## config.mk

```make
export PLATFORM = sky130hd
export DESIGN_NAME = pt_timer
export DESIGN_NICKNAME = d
export VERILOG_FILES = /design/src/rtl/pt_pkg.sv /design/src/rtl/pt_timer.sv
export SDC_FILE = /design/constraint.sdc
export NUM_CORES = 1
export LEC_CHECK = 0
export ABC_AREA = 1
export ABC_CLOCK_PERIOD_IN_PS = 2800
export BUFFER_PORTS_ARGS = -buffer_cell sky130_fd_sc_hd__buf_2
export CAP_MARGIN = 20
export CORE_UTILIZATION = 30
export CTS_CLUSTER_SIZE = 16
export DETAILED_ROUTE_END_ITERATION = 10
export PLACE_DENSITY = 0.55
export SETUP_SLACK_MARGIN = 0.3
export SLEW_MARGIN = 20
export SYNTH_ARGS = -nofsm -noshare
export SYNTH_HDL_FRONTEND = slang
export SYNTH_SLANG_ARGS = --single-unit
```

## constraint.sdc

```tcl
create_clock -name mclk_i -period 2.8 [get_ports mclk_i]
set_input_delay 0.7 -clock mclk_i [delete_from_list [all_inputs] [get_ports mclk_i]]
set_output_delay 0.7 -clock mclk_i [all_outputs]
set_load 0.005 [all_outputs]
```

## src/rtl/pt_pkg.sv

```systemverilog
package pt_pkg;
   // ---------------------------------------------
   // register map (byte offsets, our own choice)
   // ---------------------------------------------
   localparam logic [3:0] PT_CNT_LO_OFF = 4'h0;
   localparam logic [3:0] PT_CNT_HI_OFF = 4'h1;
   localparam logic [3:0] PT_CMPA_LO_OFF = 4'h2;
   localparam logic [3:0] PT_CMPA_HI_OFF = 4'h3;
   localparam logic [3:0] PT_PER_LO_OFF = 4'h4;
   localparam logic [3:0] PT_PER_HI_OFF = 4'h5;
   localparam logic [3:0] PT_CTRL0_OFF = 4'h6;
   localparam logic [3:0] PT_CTRL1_OFF = 4'h7;
   localparam logic [3:0] PT_FLAG_OFF = 4'h8;
   // ---------------------------------------------
   // field positions
   // ---------------------------------------------
   localparam int PT_RUN_BIT = 3;     // ctrl0: counter_run
   localparam int PT_EDGE_BIT = 0;    // ctrl0: ext edge select, 1 = falling
   localparam int PT_MODE_HI = 7;     // ctrl1: mode_select 7:6
   localparam int PT_FUNC_HI = 5;     // ctrl1: pin_function 5:4
   localparam int PT_INIT_BIT = 3;    // ctrl1: initial_level
   localparam int PT_INV_BIT = 2;     // ctrl1: output_invert
   localparam int PT_CLR_BIT = 0;     // ctrl1: clear_source
   localparam int PT_FA_BIT = 0;      // flags: match_a_flag
   localparam int PT_FP_BIT = 1;      // flags: match_p_flag
   localparam logic [7:0] PT_RST_BYTE = 8'h00;
   localparam logic [9:0] PT_CNT_RST = 10'h000;
   localparam logic [9:0] PT_CNT_MAX = 10'h3ff;
   // ---------------------------------------------
   // modes and pin functions
   // ---------------------------------------------
   typedef enum logic [1:0] {
      PT_MODE_CMP = 2'b00,
      PT_MODE_CAP = 2'b01,
      PT_MODE_PWM = 2'b10,
      PT_MODE_TMR = 2'b11
   } pt_mode_t;
   typedef enum logic [1:0] {
      PT_FN_00 = 2'b00,
      PT_FN_01 = 2'b01,
      PT_FN_10 = 2'b10,
      PT_FN_11 = 2'b11
   } pt_func_t;
   // register bus request bundle
   typedef struct packed {
      logic [3:0] addr;
      logic [7:0] wdata;
      logic wr;
      logic rd;
   } pt_bus_req_t;
endpackage : pt_pkg

```

## src/rtl/pt_timer.sv

```systemverilog
// Our own choices: the placing of the registers and the plain strobed port.
module pt_timer
   import pt_pkg::*;
(
   input wire logic mclk_i,
   input wire logic rst_n_i,
   input wire pt_bus_req_t bus_i,
   output logic [7:0] rdata_o,
   input wire logic ext_clock_pin_i,
   output logic timer_output_pin_o,
   output logic timer_output_oe_o,
   output logic match_a_flag_o,
   output logic match_p_flag_o
);
   // ---------------------------------------------
   // storage
   // ---------------------------------------------
   logic [9:0] count_r;          // the up-counter
   logic [9:0] cmpa_r;           // compare_a_value
   logic [9:0] per_r;            // period_value
   logic run_r;                  // counter_run
   logic run_d_r;                // last cycle's run, for edge
   logic edge_sel_r;             // ext clock active edge
   logic [7:0] ctrl1_r;          // mode, function, level, invert, clear
   logic fa_r;                   // match_a_flag
   logic fp_r;                   // match_p_flag
   logic pin_r;                  // compare-mode pin state
   logic pin_out_r;              // registered pin level
   logic ext_d_r;                // previous ext pin sample
   logic [7:0] rdata_r;
   pt_mode_t mode;
   pt_func_t func;
   logic run_rise;
   logic match_a;
   logic match_p;
   logic clr_cnt;
   logic ext_edge;
   logic cmp_like;
   logic pwm_mode;
   logic sp_mode;
   logic fa_set;
   logic fp_set;
   logic wr_ctrl0;
   logic wr_flag;
   logic wr_cmpa_lo;             // compare_a low byte write
   logic wr_cmpa_hi;             // compare_a high bits write
   logic wr_per_lo;              // period low byte write
   logic wr_per_hi;              // period high bits write
   logic wr_ctrl1;               // control byte write

   // ---------------------------------------------
   // mode and bus strobe decode
   // ---------------------------------------------
   // mode bits should only change while stopped; nothing here guards it
   assign mode = pt_mode_t'(ctrl1_r[PT_MODE_HI -: 2]);
   assign func = pt_func_t'(ctrl1_r[PT_FUNC_HI -: 2]);
   assign cmp_like = (mode == PT_MODE_CMP) || (mode == PT_MODE_TMR);
   assign pwm_mode = (mode == PT_MODE_PWM) && (func != PT_FN_11);
   assign sp_mode = (mode == PT_MODE_PWM) && (func == PT_FN_11);
   assign run_rise = run_r && !run_d_r;
   assign wr_ctrl0 = bus_i.wr && (bus_i.addr == PT_CTRL0_OFF);
   assign wr_flag = bus_i.wr && (bus_i.addr == PT_FLAG_OFF);
   assign wr_cmpa_lo = bus_i.wr && (bus_i.addr == PT_CMPA_LO_OFF);
   assign wr_cmpa_hi = bus_i.wr && (bus_i.addr == PT_CMPA_HI_OFF);
   assign wr_per_lo = bus_i.wr && (bus_i.addr == PT_PER_LO_OFF);
   assign wr_per_hi = bus_i.wr && (bus_i.addr == PT_PER_HI_OFF);
   assign wr_ctrl1 = bus_i.wr && (bus_i.addr == PT_CTRL1_OFF);
   // ext pin is sampled synchronously; edge select picks rising or falling
   assign ext_edge = edge_sel_r ? (ext_d_r && !ext_clock_pin_i) : (!ext_d_r && ext_clock_pin_i);

   // ---------------------------------------------
   // comparators
   // ---------------------------------------------
   // a match is taken on the counter value while running; in compare
   // mode a zero period means the overflow point 3ff ends the cycle;
   // the restart cycle still shows the old residual count, so matches
   // are masked there, otherwise a pulse that stopped on compare_a
   // would end again the moment it is retriggered
   always_comb
   begin
      match_a = run_r && !run_rise && (count_r == cmpa_r);
      if (per_r == PT_CNT_RST)
      begin
         match_p = run_r && !run_rise && (count_r == PT_CNT_MAX);
      end
      else
      begin
         match_p = run_r && !run_rise && (count_r == per_r - 10'h001);
      end
   end

   // counter clear selection per mode
   always_comb
   begin
      if (cmp_like)
      begin
         clr_cnt = ctrl1_r[PT_CLR_BIT] ? match_a : match_p;
      end
      else if (pwm_mode)
      begin
         clr_cnt = match_p;
      end
      else
      begin
         clr_cnt = 1'b0;
      end
   end

   // flag sources
   always_comb
   begin
      fa_set = match_a;
      if (cmp_like && ctrl1_r[PT_CLR_BIT])
      begin
         fp_set = 1'b0;
      end
      else if (sp_mode)
      begin
         fp_set = 1'b0;
      end
      else
      begin
         fp_set = match_p;
      end
   end

   // ---------------------------------------------
   // counter: zero on run rise, hold when stopped
   // ---------------------------------------------
   always_ff @(posedge mclk_i)
   begin
      if (!rst_n_i)
      begin
         count_r <= PT_CNT_RST;
      end
      else if (run_rise)
      begin
         count_r <= PT_CNT_RST;
      end
      else if (run_r)
      begin
         if (clr_cnt)
         begin
            count_r <= PT_CNT_RST;
         end
         else if (!(sp_mode && match_a))
         begin
            count_r <= count_r + 10'h001;
         end
      end
   end

   // ---------------------------------------------
   // run control: software, ext trigger, auto stop
   // ---------------------------------------------
   // set beats the automatic stop, but a trigger in the same cycle gives no restart: count holds at compare_a and run drops a cycle later
   always_ff @(posedge mclk_i)
   begin
      if (!rst_n_i)
      begin
         run_r <= 1'b0;
         edge_sel_r <= 1'b0;
      end
      else if (wr_ctrl0)
      begin
         run_r <= bus_i.wdata[PT_RUN_BIT];
         edge_sel_r <= bus_i.wdata[PT_EDGE_BIT];
      end
      else if (sp_mode && ext_edge)
      begin
         run_r <= 1'b1;
      end
      else if (sp_mode && match_a)
      begin
         run_r <= 1'b0;
      end
   end

   // last cycle's run, the reference for the rising edge
   always_ff @(posedge mclk_i)
   begin
      if (!rst_n_i)
      begin
         run_d_r <= 1'b0;
      end
      else
      begin
         run_d_r <= run_r;
      end
   end

   // previous trigger pin level; reset low so an idle-low pin gives
   // no false edge once reset lifts
   always_ff @(posedge mclk_i)
   begin
      if (!rst_n_i)
      begin
         ext_d_r <= 1'b0;
      end
      else
      begin
         ext_d_r <= ext_clock_pin_i;
      end
   end

   // ---------------------------------------------
   // configuration registers
   // ---------------------------------------------
   // software must not leave compare_a at zero in compare mode; not checked
   // the two halves load on their own, so a running timer sees a half
   // updated value until the other half is written; stop it first when that matters
   always_ff @(posedge mclk_i)
   begin
      if (!rst_n_i)
      begin
         cmpa_r <= PT_CNT_RST;
      end
      else if (wr_cmpa_lo)
      begin
         cmpa_r[7:0] <= bus_i.wdata;
      end
      else if (wr_cmpa_hi)
      begin
         cmpa_r[9:8] <= bus_i.wdata[1:0];
      end
   end

   // period_value halves, loaded the same way
   always_ff @(posedge mclk_i)
   begin
      if (!rst_n_i)
      begin
         per_r <= PT_CNT_RST;
      end
      else if (wr_per_lo)
      begin
         per_r[7:0] <= bus_i.wdata;
      end
      else if (wr_per_hi)
      begin
         per_r[9:8] <= bus_i.wdata[1:0];
      end
   end

   // control byte; the counter bytes have no write path at all
   always_ff @(posedge mclk_i)
   begin
      if (!rst_n_i)
      begin
         ctrl1_r <= PT_RST_BYTE;
      end
      else if (wr_ctrl1)
      begin
         ctrl1_r <= bus_i.wdata;
      end
   end

   // ---------------------------------------------
   // match flags: set wins over write-one-to-clear
   // ---------------------------------------------
   // match_a_flag: a new match beats a clear in the same cycle
   always_ff @(posedge mclk_i)
   begin
      if (!rst_n_i)
      begin
         fa_r <= 1'b0;
      end
      else
      begin
         fa_r <= fa_set || (fa_r && !(wr_flag && bus_i.wdata[PT_FA_BIT]));
      end
   end

   // match_p_flag: same rule, so no match is ever lost to software
   always_ff @(posedge mclk_i)
   begin
      if (!rst_n_i)
      begin
         fp_r <= 1'b0;
      end
      else
      begin
         fp_r <= fp_set || (fp_r && !(wr_flag && bus_i.wdata[PT_FP_BIT]));
      end
   end

   // ---------------------------------------------
   // compare-mode pin state
   // ---------------------------------------------
   always_ff @(posedge mclk_i)
   begin
      if (!rst_n_i)
      begin
         pin_r <= 1'b0;
      end
      else if (run_rise)
      begin
         pin_r <= ctrl1_r[PT_INIT_BIT];
      end
      else if (mode == PT_MODE_CMP && match_a)
      begin
         case (func)
            PT_FN_01: pin_r <= 1'b0;
            PT_FN_10: pin_r <= 1'b1;
            PT_FN_11: pin_r <= !pin_r;
            default: pin_r <= pin_r;                        // no change
         endcase
      end
   end

   // ---------------------------------------------
   // output level per mode, registered
   // ---------------------------------------------
   // pwm active while count below compare_a; compare_a at or above the
   // period keeps it active all cycle, giving 100% duty
   always_ff @(posedge mclk_i)
   begin
      if (!rst_n_i)
      begin
         pin_out_r <= 1'b0;
      end
      else
      begin
         case (mode)
            PT_MODE_CMP: pin_out_r <= pin_r ^ ctrl1_r[PT_INV_BIT];
            PT_MODE_PWM:
            begin
               if (sp_mode)
               begin
                  // pulse active for as long as run stays high
                  pin_out_r <= (run_r ~^ ctrl1_r[PT_INIT_BIT]) ^ ctrl1_r[PT_INV_BIT];
               end
               else if (func == PT_FN_10)
               begin
                  pin_out_r <= ((run_r && count_r < cmpa_r) ~^ ctrl1_r[PT_INIT_BIT])
                     ^ ctrl1_r[PT_INV_BIT];
               end
               else
               begin
                  pin_out_r <= (func[0] ~^ ctrl1_r[PT_INIT_BIT]) ^ ctrl1_r[PT_INV_BIT];
               end
            end
            default: pin_out_r <= 1'b0;
         endcase
      end
   end

   // ---------------------------------------------
   // register read port, data one cycle later
   // ---------------------------------------------
   always_ff @(posedge mclk_i)
   begin
      if (!rst_n_i)
      begin
         rdata_r <= PT_RST_BYTE;
      end
      else if (bus_i.rd)
      begin
         case (bus_i.addr)
            PT_CNT_LO_OFF: rdata_r <= count_r[7:0];
            PT_CNT_HI_OFF: rdata_r <= {6'h00, count_r[9:8]};
            PT_CMPA_LO_OFF: rdata_r <= cmpa_r[7:0];
            PT_CMPA_HI_OFF: rdata_r <= {6'h00, cmpa_r[9:8]};
            PT_PER_LO_OFF: rdata_r <= per_r[7:0];
            PT_PER_HI_OFF: rdata_r <= {6'h00, per_r[9:8]};
            PT_CTRL0_OFF: rdata_r <= {4'h0, run_r, 2'b00, edge_sel_r};
            PT_CTRL1_OFF: rdata_r <= ctrl1_r;
            PT_FLAG_OFF: rdata_r <= {6'h00, fp_r, fa_r};
            default: rdata_r <= PT_RST_BYTE;                 // unmapped reads zero
         endcase
      end
      else
      begin
         rdata_r <= PT_RST_BYTE;
      end
   end

   // ---------------------------------------------
   // outputs
   // ---------------------------------------------
   // the enable comes from the mode bits alone, so timer mode hands
   // the pin back as soon as the mode is written
   assign rdata_o = rdata_r;
   assign timer_output_pin_o = pin_out_r;
   assign timer_output_oe_o = (mode == PT_MODE_CMP) || (mode == PT_MODE_PWM);
   assign match_a_flag_o = fa_r;
   assign match_p_flag_o = fp_r;
endmodule : pt_timer
```

* Yosys cells after proc, flatten, opt, wreduce, memory -nomap -nowiden *
Index checks and enable logic that the tools add are counted.

cells by class
  bitwise operators = 10
  order comparisons = 1
  multiplexer cells = 19
  reduce and logical (&&, ||, !) cells = 48
  eq/ne operators = 18
  add/subtract/negate cells = 2

operators by type and width
  kind                     number
  $pmux W8 S9              1
  $logic_and A1 B1 Y1      25
  $eq A10 B10 Y1           2
  $mux W10                 2
  $eq A4 B3 Y1 const B     4
  $mux W1                  14
  $add A10 B1 Y10 const B  1
  $eq A10 B10 Y1 const B   1
  $logic_not A10 Y1        1
  $lt A10 B10 Y1           1
  $reduce_and A2 Y1        5
  $sub A10 B1 Y10 const B  1
  $eq A2 B2 Y1 const B     4
  $eq A4 B2 Y1 const B     2
  $logic_not A1 Y1         7
  $eq A4 B1 Y1 const B     1
  $eq A4 B4 Y1 const B     1
  $logic_not A4 Y1         1
  $logic_or A1 B1 Y1       4
  $ne A2 B2 Y1 const B     2
  $reduce_bool A4 Y1       1
  $xor A1 B1 Y1            4
  $not A1 Y1               3
  $pmux W1 S3              1
  other kinds (7)          9

word-level totals
  register bits = 54

* Depth between registers and ports, before layout *
Gate-level depths: netlist of run 1.

  depth after elaboration = 10
  mapped depth = 18
  gate-level depth less buffers = 18

* Worst setup path before layout of run 1 *
No wires, ideal clock.

  kind = register to register
  start point = reg count_r[0]
  end point = reg count_r[2]
  path slack = 0.826 ns
  setup time = 0.127 ns
  clock period less this slack = 1.974 ns
  arrival time = 1.848 ns
  buffers on the path = 1
  cell stages (with the launch flop) = 12
  data required time = 2.673 ns
  cell sequence = dfxtp_1 inv_1 ha_1 nand2_1 nor2_1 nand3_1 inv_1 a21oi_2 inv_1 buf_2 o311ai_0 nor2_1

between the ends
  word-level cells in the longest chain between the ends = 7
  elaborated cells on any way between the ends = 16
  those cells by class = add/sub: 1; eq/ne: 4; mux: 6; reduce/logical: 5

RTL lines
  item                                           line                            source
  start, declared                                pt_timer.sv:18                  logic [9:0] count_r;
  start signal, assigned                         pt_timer.sv:148                 count_r <= count_r + 10'h001;
  $eq A10 B10 Y1, on equally long branches       pt_timer.sv:88, pt_timer.sv:84
  $logic_and A1 B1 Y1, on equally long branches  pt_timer.sv:88, pt_timer.sv:84
  $mux W1                                        pt_timer.sv:82                  if (per_r == PT_CNT_RST)
  $mux W1, on equally long branches              pt_timer.sv:99, pt_timer.sv:97
  $mux W1                                        pt_timer.sv:95                  if (cmp_like)
  $ne A2 B2 Y1 (no line)                         --
  $reduce_and A2 Y1 (no line)                    --

Several ways; a longest one is shown, not always the timed one. The select of a mux whose other input is x is not followed.
A chain may end at the register's enable or synchronous reset.

* Worst setup path in the final report of run 1 *
  start point = reg count_r[0]
  end point = reg count_r[6]

The elaborated chain is that of the path after synthesis.

==> impl_metrics.yaml, run 1 <==
global_routing:
  grt_max_degree: 35
  grt-ovfl-total: 0
  antenna_found_initial: 0
  grt_pass1_vias: 3058
  track_usage_pct: 18.2
  grt_pass1_wl_mm: 15.9
sta:
  fin_setup_tns_ns: 0
  finClkSkew_ns: 0.00607
  finalHoldViolCount: 0
  hold_slack_ns: 0.477
  rsz0062_at_grt: "no"
  setup_viol: 0
  final_max_slew_viol_count: 0
  fmax_ghz: 0.436
  setup_ws_ns: 0.505
  min_period_over_period_pct: 82.0
  min_period_ns: 2.30
  tightest_slew_ns: 0.565
  maxSlewHeadroom_pct: 62.2
clock_tree:
  htreeDepth: 2
  worstSkewPairLatency_ns: 0.31
  cts-hold-fix-buffers: 0
  clkSlewWorstSetupHoldPaths_ns: 0.11
  cts_tree: "built"
  cts_made_buffers: 5
  cts_sinks: 54
  cts_max_path_buffers: 2
  cts-root-buf: "clkbuf_8"
worst_setup_path:
  arrival_ns: 2.51
  critPathKind: "reg2reg"
  cp-start-kind: "flop"
  endpoint_kind: "flop"
  worstPathRequired_ns: 3.01
  cp_max_fo: 6
finish:
  antenna_cells: 0
  drive_gt1_share_pct: 12.5
  syn_to_final_growth_pct: 13.8
  fill_cells: 1170
  layout_commonest_cell: "nand2_1"
  most-common-layout-cells: "nand2_1 (90), inv_1 (76), dfxtp_1 (54)"
  fin_cells: 658
  finish.net_count: 554
pwr:
  leakage_nw: 1.58
  vdd_drop_max_uv: 294
  fin_total_pwr_w: 0.00154
  power_density_nw_per_um2: 413
synth:
  syn_inst: 488
  syn-num-nets: 521
  syn_area_um2: 3270
  synth_seq_cells: 54
  synth_warnings: 0
  ys_seq_area_share_pct: 33.1
  synth.distinct_cells: 33
  syn_area_per_cell_um2: 6.69
place:
  dpl_worst_slack_ns: 0.255
  port_buffers: 28
  finalWeightedCongestion: 0.989
  hpwl_mm: 7.93
  dp_cells: 648
floorplanning:
  dieHeight_um: 106
  die_w_um: 106
  die_area_um2: 11300
  core_um2: 10500
  initial_core_util_pct: 31.2
  rows: 37
  io-pin-count: 29
detailed_routing:
  drt_iter0_drc: 274
  viasPerCell: 5.12
  route.detailed.drc: 0
  ant_nets: 0
  wl_mm: 9.95
  drt-pass1-iter-count: 5
  vias: 3372
  wl_per_cell_um: 15.1
hold_path:
  hold_path_class: "reg2reg"
flow_run:
  drv_cap: 0
status:
  outcome: "finished clean"
-- metrics by stage --
| step | util, % | area [um^2] |
|---|---|---|
| final | 35.5 | 3720 |
| after global routing | 35.5 | 3720 |
| after CTS | 35.5 | 3710 |
| after detailed placement | 34.2 | 3580 |
| after global placement | 34.2 | 3580 |
| after floorplan | - | 3270 |
-- cell usage after synthesis --
cell type / count / area, um^2
nand2_1: 90 / 338
inv_1: 78 / 293
dfxtp_1: 54 / 1080
a21oi_1: 50 / 250
nand3_1: 48 / 240
nor2_1: 38 / 143
o21ai_0: 33 / 165
ha_1: 16 / 200
o22ai_1: 10 / 62.6
a221oi_1: 9 / 78.8
clkbuf_1: 8 / 30.0
nor3_1: 7 / 35.0
nand4_1: 6 / 37.5
nand2_2: 5 / 31.3
nor2_2: 5 / 31.3
xor2_1: 4 / 35.0
inv_2: 3 / 11.3
o211ai_1: 3 / 22.5
a21oi_2: 2 / 17.5
a31oi_1: 2 / 12.5
nand3b_1: 2 / 15.0
nor2_4: 2 / 22.5
nor4_1: 2 / 12.5
o311ai_1: 2 / 17.5
a22oi_1: 1 / 7.51
buf_2: 1 / 5.00
buf_6: 1 / 11.3
nand3_4: 1 / 17.5
o21a_1: 1 / 7.51
o21ai_2: 1 / 8.76
o221ai_1: 1 / 8.76
o311ai_0: 1 / 8.76
xnor2_1: 1 / 8.76
-- logic make-up after synthesis --
logic type	count (synthesis)	share of synthesized area (%)
compound gates	116	20.5
simple gates	206	28.3
xor+xnor	5	1.34
fa+ha+maj	16	6.13
flops	54	33.1
buf+inv	91	10.7
-- worst paths after layout --
kind / cells after the start / start / to / slack [ns]
max: 10 / count_r[0] / count_r[6] / 0.50
min: 2 / ctrl1_r[1] / ctrl1_r[1] / 0.48
max reg2reg: 10 / count_r[0] / count_r[6] / 0.50
min reg2reg: 2 / ctrl1_r[1] / ctrl1_r[1] / 0.48
-- registers in the layout, indices dropped and copies added, names as in the netlist --
name                cells
ext_d_r                 1
count_r                10
cmpa_r                 10
match_a_flag_o          1
run_d_r                 1
match_p_flag_o          1
edge_sel_r              1
pin_r                   1
per_r                  10
ctrl1_r                 8
run_r                   1
rdata_o                 8
timer_output_pin_o      1
-- power by group --
part           leakage, nW  switching [W]  internal, W
registers            0.436     0.00000868     0.000779
clock network       0.0591       0.000292     0.000274
logic                 1.09       0.000126    0.0000574
-- metal layers --
layer  routed length, um  up-vias  global-route usage [%]
met2                4320      124                    28.6
li1                    -     1695                       -
met3                 624       23                    2.88
met4                 329        0                    6.85
met5                   0        -                       0
met1                4670     1530                    25.0
-- repair_timing --
item	in CTS	in global routing
endpoints found under the setup margin	3	4
setup buffers	1	1
pin swaps	0	1
gates resized for setup	2	1
-- critical path, cell delays in order, from the launching register on --
cell and delay, ns:
dfxtp_1 0.44, inv_1 0.19, ha_1 0.32, nand2_1 0.10
nor2_1 0.05, nand3_1 0.13, inv_1 0.11, a21oi_4 0.25
clkinvlp_4 0.20, o311ai_1 0.31, nor2_1 0.08
-- cell type report --
class	count	area (um^2)	share of cell area (%)
clock buffers	5	68.8	1.85
inverters	81	308	8.28
flip-flops and latches	54	1080	29.1
well taps	136	170	4.58
repair buffers	36	200	5.38
multi-input cells	343	1840	49.6
clock inverters	3	47.5	1.28
Power figures use the tool's default switching activity.
==> run 2, diff against run 1 <==
--- a/config.mk
+++ b/config.mk
@@ -6,7 +6,7 @@
 export NUM_CORES = 1
 export LEC_CHECK = 0
 export ABC_AREA = 1
-export ABC_CLOCK_PERIOD_IN_PS = 2800
+export ABC_CLOCK_PERIOD_IN_PS = 2150
 export BUFFER_PORTS_ARGS = -buffer_cell sky130_fd_sc_hd__buf_2
 export CAP_MARGIN = 20
 export CORE_UTILIZATION = 30
==> constraint.sdc (replaced) <==
create_clock -name mclk_i -period 2.15 [get_ports mclk_i]
set_input_delay 0.5375 -clock mclk_i [delete_from_list [all_inputs] [get_ports mclk_i]]
set_output_delay 0.5375 -clock mclk_i [all_outputs]
set_load 0.005 [all_outputs]
==> run 2 against run 1 <==
- flip-flop and latch count did not move
- power rose by 32%
- critical path type unchanged
- worst setup slack got worse by 0.39 ns
- via count rose by 6.0%
- core utilization rose by 5.8 points
- largest cell class unchanged
- die area did not move
- wire length rose by 9.5%
- critical endpoint is now count_r[0]
- final cell count rose by 5.2%
- sequential share of layout area fell by 3.6 points
- combinational power rose by 60%
- largest power group unchanged
- critical path depth rose by 6
==> impl_metrics.yaml, run 2 (synthesized netlist as in run 1, its figures left out) <==
clock_tree:
  clkSlewWorstSetupHoldPaths_ns: 0.10
  cts_sinks: 54
  htreeDepth: 2
  cts_tree: "built"
  cts-root-buf: "clkbuf_8"
  cts-hold-fix-buffers: 0
  cts_max_path_buffers: 2
  worstSkewPairLatency_ns: 0.31
  cts_made_buffers: 5
flow_run:
  drv_cap: 0
worst_setup_path:
  worstPathRequired_ns: 2.34
  critPathKind: "reg2reg"
  endpoint: "count_r[0]"
  cp_max_fo: 8
  timing.rr.start: "per_r[1]"
  cp-start-kind: "flop"
  timing.rr.end: "count_r[0]"
  r2r_cells: 16
  r2r_slack_ns: 0.11
  arrival_ns: 2.23
  endpoint_kind: "flop"
  critPathLaunch: "per_r[1]"
global_routing:
  antenna_found_initial: 0
  grt_max_degree: 35
  grt-ovfl-total: 0
  track_usage_pct: 19.1
  grt_pass1_vias: 3275
  grt_pass1_wl_mm: 16.7
finish:
  drive_gt1_share_pct: 30.9
  most-common-layout-cells: "nand2_1 (73), inv_1 (64), a21oi_1 (45)"
  top_regs: "cmpa_r x10, count_r x10, per_r x10"
  final_util_pct: 41.3
  finish.net_count: 588
  fin_cells: 692
  multi_input_area_um2: 2160
  regArea_um2: 1100
  fill_cells: 1123
  layout_commonest_cell: "nand2_1"
  antenna_cells: 0
  syn_to_final_growth_pct: 32.3
  stdcell_area_um2: 4320
detailed_routing:
  route.detailed.drc: 0
  wl_met1_mm: 4.97
  drt_iter0_drc: 228
  vias: 3576
  dr.max_layer_used: "met4"
  wl_per_cell_um: 15.7
  viasPerCell: 5.17
  ant_nets: 0
  wl_met2_mm: 5.21
  drt-pass1-iter-count: 4
  wl_mm: 10.9
  wl_met3_um: 487
pwr:
  switching_share_pct: 27.3
  fin_total_pwr_w: 0.00202
  power_density_nw_per_um2: 468
  leakage_nw: 1.79
  p_int_w: 0.00147
  power_frac_comb_pct: 14.6
  p_clk_share_pct: 34.7
  vdd_drop_max_uv: 273
  switchingPower_w: 0.000552
  seq_power_share_pct: 50.8
sta:
  finalHoldViolCount: 0
  min_period_ns: 2.04
  setup_ws_ns: 0.111
  min_period_over_period_pct: 94.9
  fmax_ghz: 0.490
  finClkSkew_ns: 0.00910
  setup_viol: 0
  maxSlewHeadroom_pct: 57.4
  rsz0062_at_grt: "yes"
  tightest_slew_ns: 0.637
  final_max_slew_viol_count: 0
place:
  hpwl_mm: 8.37
  placed_area_um2: 3720
  dpl_worst_slack_ns: -0.0493
  port_buffers: 28
  dp_cells: 666
  finalWeightedCongestion: 0.899
floorplanning:
  initial_core_util_pct: 31.2
  die_area_um2: 11300
  die_w_um: 106
  io-pin-count: 29
  dieHeight_um: 106
  core_um2: 10500
  rows: 37
status:
  outcome: "finished clean"
hold_path:
  hold_path_class: "in2reg"
-- run 2: per-stage QoR --
stage	hold slack, ns	TNS (ns)
after global placement	0.453	-0.0312
after detailed placement	0.454	-0.168
after global routing	0.467	-0.00243
after CTS	0.441	0
after floorplan	0.433	0
final	0.441	0
-- run 2: how the worst min path moves through the flow --
stage / from / endpoint / depth (start not counted)
global placement: run_r / run_d_r / 2
floorplan: run_r / run_d_r / 2
CTS: ext_clock_pin_i / ext_d_r / 3
global route: ext_clock_pin_i / ext_d_r / 3
finish: ext_clock_pin_i / ext_d_r / 3
detailed placement: run_r / run_d_r / 2
-- run 2: routing by layer --
| layer | GRT usage (%) | vias up |
|---|---|---|
| met5 | 0 | - |
| met4 | 5.56 | 0 |
| met3 | 1.84 | 17 |
| met2 | 32.2 | 104 |
| met1 | 25.6 | 1688 |
| li1 | - | 1767 |
-- run 2: worst max-delay path, stage by stage (launching register included) --
cell      delay [ns]
dfxtp_4         0.38
inv_4           0.06
ha_4            0.15
nand2_4         0.06
nor2_4          0.14
nand2_1         0.08
nand2_1         0.09
nand3_1         0.08
nor2_1          0.11
nand3b_1        0.08
nor2_1          0.11
nand2_1         0.10
nand2_2         0.09
nand2_4         0.10
buf_4           0.16
nand3_1         0.05
a21oi_1         0.06
-- run 2: area by class of cell --
class / count / area share, %
multi-input cells: 344 / 50.0
inverters: 81 / 7.24
clock inverters: 2 / 0.869
clock buffers: 6 / 1.68
flip-flops and latches: 54 / 25.5
repair buffers: 69 / 10.8
well taps: 136 / 3.94
-- run 2: what timing repair did --
| action | CTS | global route |
|---|---|---|
| buffers inserted | 9 | 8 |
| gates cloned | 1 | 0 |
| setup endpoints to repair | 15 | 19 |
| pin swaps | 10 | 26 |
| resized for setup | 39 | 56 |
-- run 2: power groups by stage --
| stage | clock (W) | sequential (W) | combinational (W) |
|---|---|---|---|
| 3_5_place_dp | 0 | 0.00105 | 0.000240 |
| 3_3_place_gp | 0 | 0.00105 | 0.000237 |
| 5_1_grt | 0.000746 | 0.00103 | 0.000326 |
| 4_1_cts | 0.000718 | 0.00103 | 0.000264 |
| 6_report | 0.000701 | 0.00103 | 0.000295 |
| 2_1_floorplan | 0 | 0.00105 | 0.000159 |
==> run 3, diff against run 2 <==
--- a/config.mk
+++ b/config.mk
@@ -6,13 +6,13 @@
 export NUM_CORES = 1
 export LEC_CHECK = 0
 export ABC_AREA = 1
-export ABC_CLOCK_PERIOD_IN_PS = 2150
+export ABC_CLOCK_PERIOD_IN_PS = 1800
 export BUFFER_PORTS_ARGS = -buffer_cell sky130_fd_sc_hd__buf_2
 export CAP_MARGIN = 20
 export CORE_UTILIZATION = 30
 export CTS_CLUSTER_SIZE = 16
 export DETAILED_ROUTE_END_ITERATION = 10
-export PLACE_DENSITY = 0.55
+export PLACE_DENSITY = 0.56
 export SETUP_SLACK_MARGIN = 0.3
 export SLEW_MARGIN = 20
 export SYNTH_ARGS = -nofsm -noshare
==> constraint.sdc (replaced) <==
create_clock -name mclk_i -period 1.8 [get_ports mclk_i]
set_input_delay 0.45 -clock mclk_i [delete_from_list [all_inputs] [get_ports mclk_i]]
set_output_delay 0.45 -clock mclk_i [all_outputs]
set_load 0.005 [all_outputs]
==> run 3 against run 2 <==
- combinational power increased by 36%
- highest routed layer unchanged
- sequential share of layout area decreased by 2.2 points
- the flow now finishes with violations (setup timing)
- sequential power increased by 18%
- clock-buffer cell count decreased by 1
- via count increased by 2.7%
- first-iteration DRC count decreased by 29%
- final cell count increased by 4.0%
- register-to-register slack got worse by 0.31 ns
- critical path type unchanged
- largest power group unchanged
==> impl_metrics.yaml, run 3 (synthesized netlist as in run 1, its figures left out) <==
sta:
  hold_slack_ns: 0.341
  final_max_slew_viol_count: 0
  min_period_over_period_pct: 111
  setup_viol: 12
  min_period_ns: 1.99
  rsz0062_at_grt: "yes"
  fin_setup_tns_ns: -1.79
  fmax_ghz: 0.501
  maxSlewHeadroom_pct: 55.7
  finalHoldViolCount: 0
  finClkSkew_ns: 0.00867
  tightest_slew_ns: 0.662
  setup_ws_ns: -0.195
floorplanning:
  initial_core_util_pct: 31.2
  die_area_um2: 11300
  die_w_um: 106
  io-pin-count: 29
  core_um2: 10500
  dieHeight_um: 106
  rows: 37
finish:
  antenna_cells: 0
  fill_cells: 1076
  most-common-layout-cells: "nand2_1 (69), inv_1 (60), buf_4 (60)"
  regArea_um2: 1110
  finish.net_count: 616
  drive_gt1_share_pct: 40.9
  multi_input_area_um2: 2340
  top_regs: "cmpa_r x10, count_r x10, per_r x10"
  stdcell_area_um2: 4750
  layout_commonest_cell: "nand2_1"
  syn_to_final_growth_pct: 45.4
flow_run:
  drv_cap: 0
pwr:
  p_int_w: 0.00178
  power_density_nw_per_um2: 520
  power_frac_comb_pct: 16.2
  p_clk_share_pct: 34.4
  switching_share_pct: 28.0
  switchingPower_w: 0.000691
  seq_power_share_pct: 49.5
  vdd_drop_max_uv: 269
  leakage_nw: 1.97
place:
  finalWeightedCongestion: 0.944
  hpwl_mm: 8.75
  port_buffers: 28
  placed_area_um2: 4180
clock_tree:
  cts-hold-fix-buffers: 0
  cts_tree: "built"
  cts_made_buffers: 5
  cts_sinks: 54
  clkSlewWorstSetupHoldPaths_ns: 0.10
  cts-root-buf: "clkbuf_8"
  htreeDepth: 2
  worstSkewPairLatency_ns: 0.31
  cts_max_path_buffers: 2
detailed_routing:
  drt_iter0_drc: 162
  vias: 3672
  ant_nets: 0
  wl_mm: 11.4
  route.detailed.drc: 0
  viasPerCell: 5.10
  drt-pass1-iter-count: 5
  wl_per_cell_um: 15.9
global_routing:
  grt_max_degree: 25
  grt_pass1_vias: 3624
  grt-ovfl-total: 0
  grt_busiest_layer: "met2"
  antenna_found_initial: 0
  track_usage_pct: 20.6
  grtUsageMet2_pct: 35.5
  grt_pass1_wl_mm: 18.0
  use_met1_pct: 25.7
  grt_util_met3_pct: 3.37
hold_path:
  min_to: "ext_d_r"
  hold_start: "ext_clock_pin_i"
  hold_path_class: "in2reg"
  hold-path-cell-count: 3
worst_setup_path:
  endpoint_kind: "flop"
  arrival_ns: 2.20
  critPathKind: "reg2reg"
  r2r_slack_ns: -0.19
  cp-start-kind: "flop"
  cp_max_fo: 5
  r2r_cells: 16
  worstPathRequired_ns: 2.01
  timing.rr.start: "per_r[1]"
  timing.rr.end: "count_r[8]"
status:
  outcome: "finished with violations"
  violations: "setup timing"
==> run 3: worst max-delay path by stage <==
stage               cells past startpoint         end  slack [ns]      from
global placement                       18  count_r[4]       -0.12  per_r[1]
CTS                                    14  count_r[4]       -0.15  per_r[0]
detailed placement                     14  count_r[4]       -0.18  per_r[1]
floorplan                              16  count_r[4]        0.06  per_r[0]
finish                                 16  count_r[8]       -0.19  per_r[1]
global route                           17  count_r[4]       -0.33  per_r[1]
==> run 3: final cells by class <==
cell class	instances	share of cell area, %
Clock buffer	5	1.45
Sequential cell	54	23.3
Timing Repair Buffer	97	14.9
Multi-Input combinational cell	344	49.2
Tap cell	136	3.58
Clock inverter	3	0.922
Inverter	81	6.61
==> run 3: per-layer routing <==
| layer | up-vias | routed length [um] |
|---|---|---|
| met5 | - | 0 |
| met4 | 0 | 297 |
| met3 | 28 | 600 |
| met2 | 123 | 5540 |
| met1 | 1690 | 5020 |
| li1 | 1831 | - |
==> run 3: critical path, stage by stage, from the launching register on <==
cell	delay [ns]
dfxtp_2	0.35
inv_2	0.08
ha_4	0.16
inv_2	0.05
nor2_4	0.13
buf_4	0.13
nand2_2	0.06
nand3_2	0.08
inv_1	0.05
nor2_2	0.13
nand2_2	0.09
nor2_2	0.16
nand3_1	0.11
nand2_2	0.10
nand2_4	0.08
nand3_2	0.09
a21oi_2	0.06
==> run 3: power by group through the flow <==
stage	clock network, W	logic, W	registers [W]
global placement	0	0.000330	0.00125
finish	0.000849	0.000400	0.00122
CTS	0.000859	0.000358	0.00122
detailed placement	0	0.000333	0.00125
global route	0.000909	0.000437	0.00122
floorplan	0	0.000211	0.00125
==> run 3: per-stage QoR <==
step                      power, W  std cells  setup slack, ns  util [%]
after floorplan            0.00146        488           0.0604         -
after global placement     0.00158        700           -0.122      39.9
after detailed placement   0.00158        700           -0.178      39.9
after CTS                  0.00244        715           -0.150      43.2
after global routing       0.00257        720           -0.333      45.4
final                      0.00247        720           -0.195      45.4
==> run 3: timing repair <==
| action | 4_1_cts | 5_1_grt |
|---|---|---|
| gates resized for setup | 48 | 48 |
| pin swaps | 18 | 23 |
| setup buffers | 7 | 4 |
| endpoints found under the setup margin | 15 | 25 |
| gates cloned | 0 | 1 |
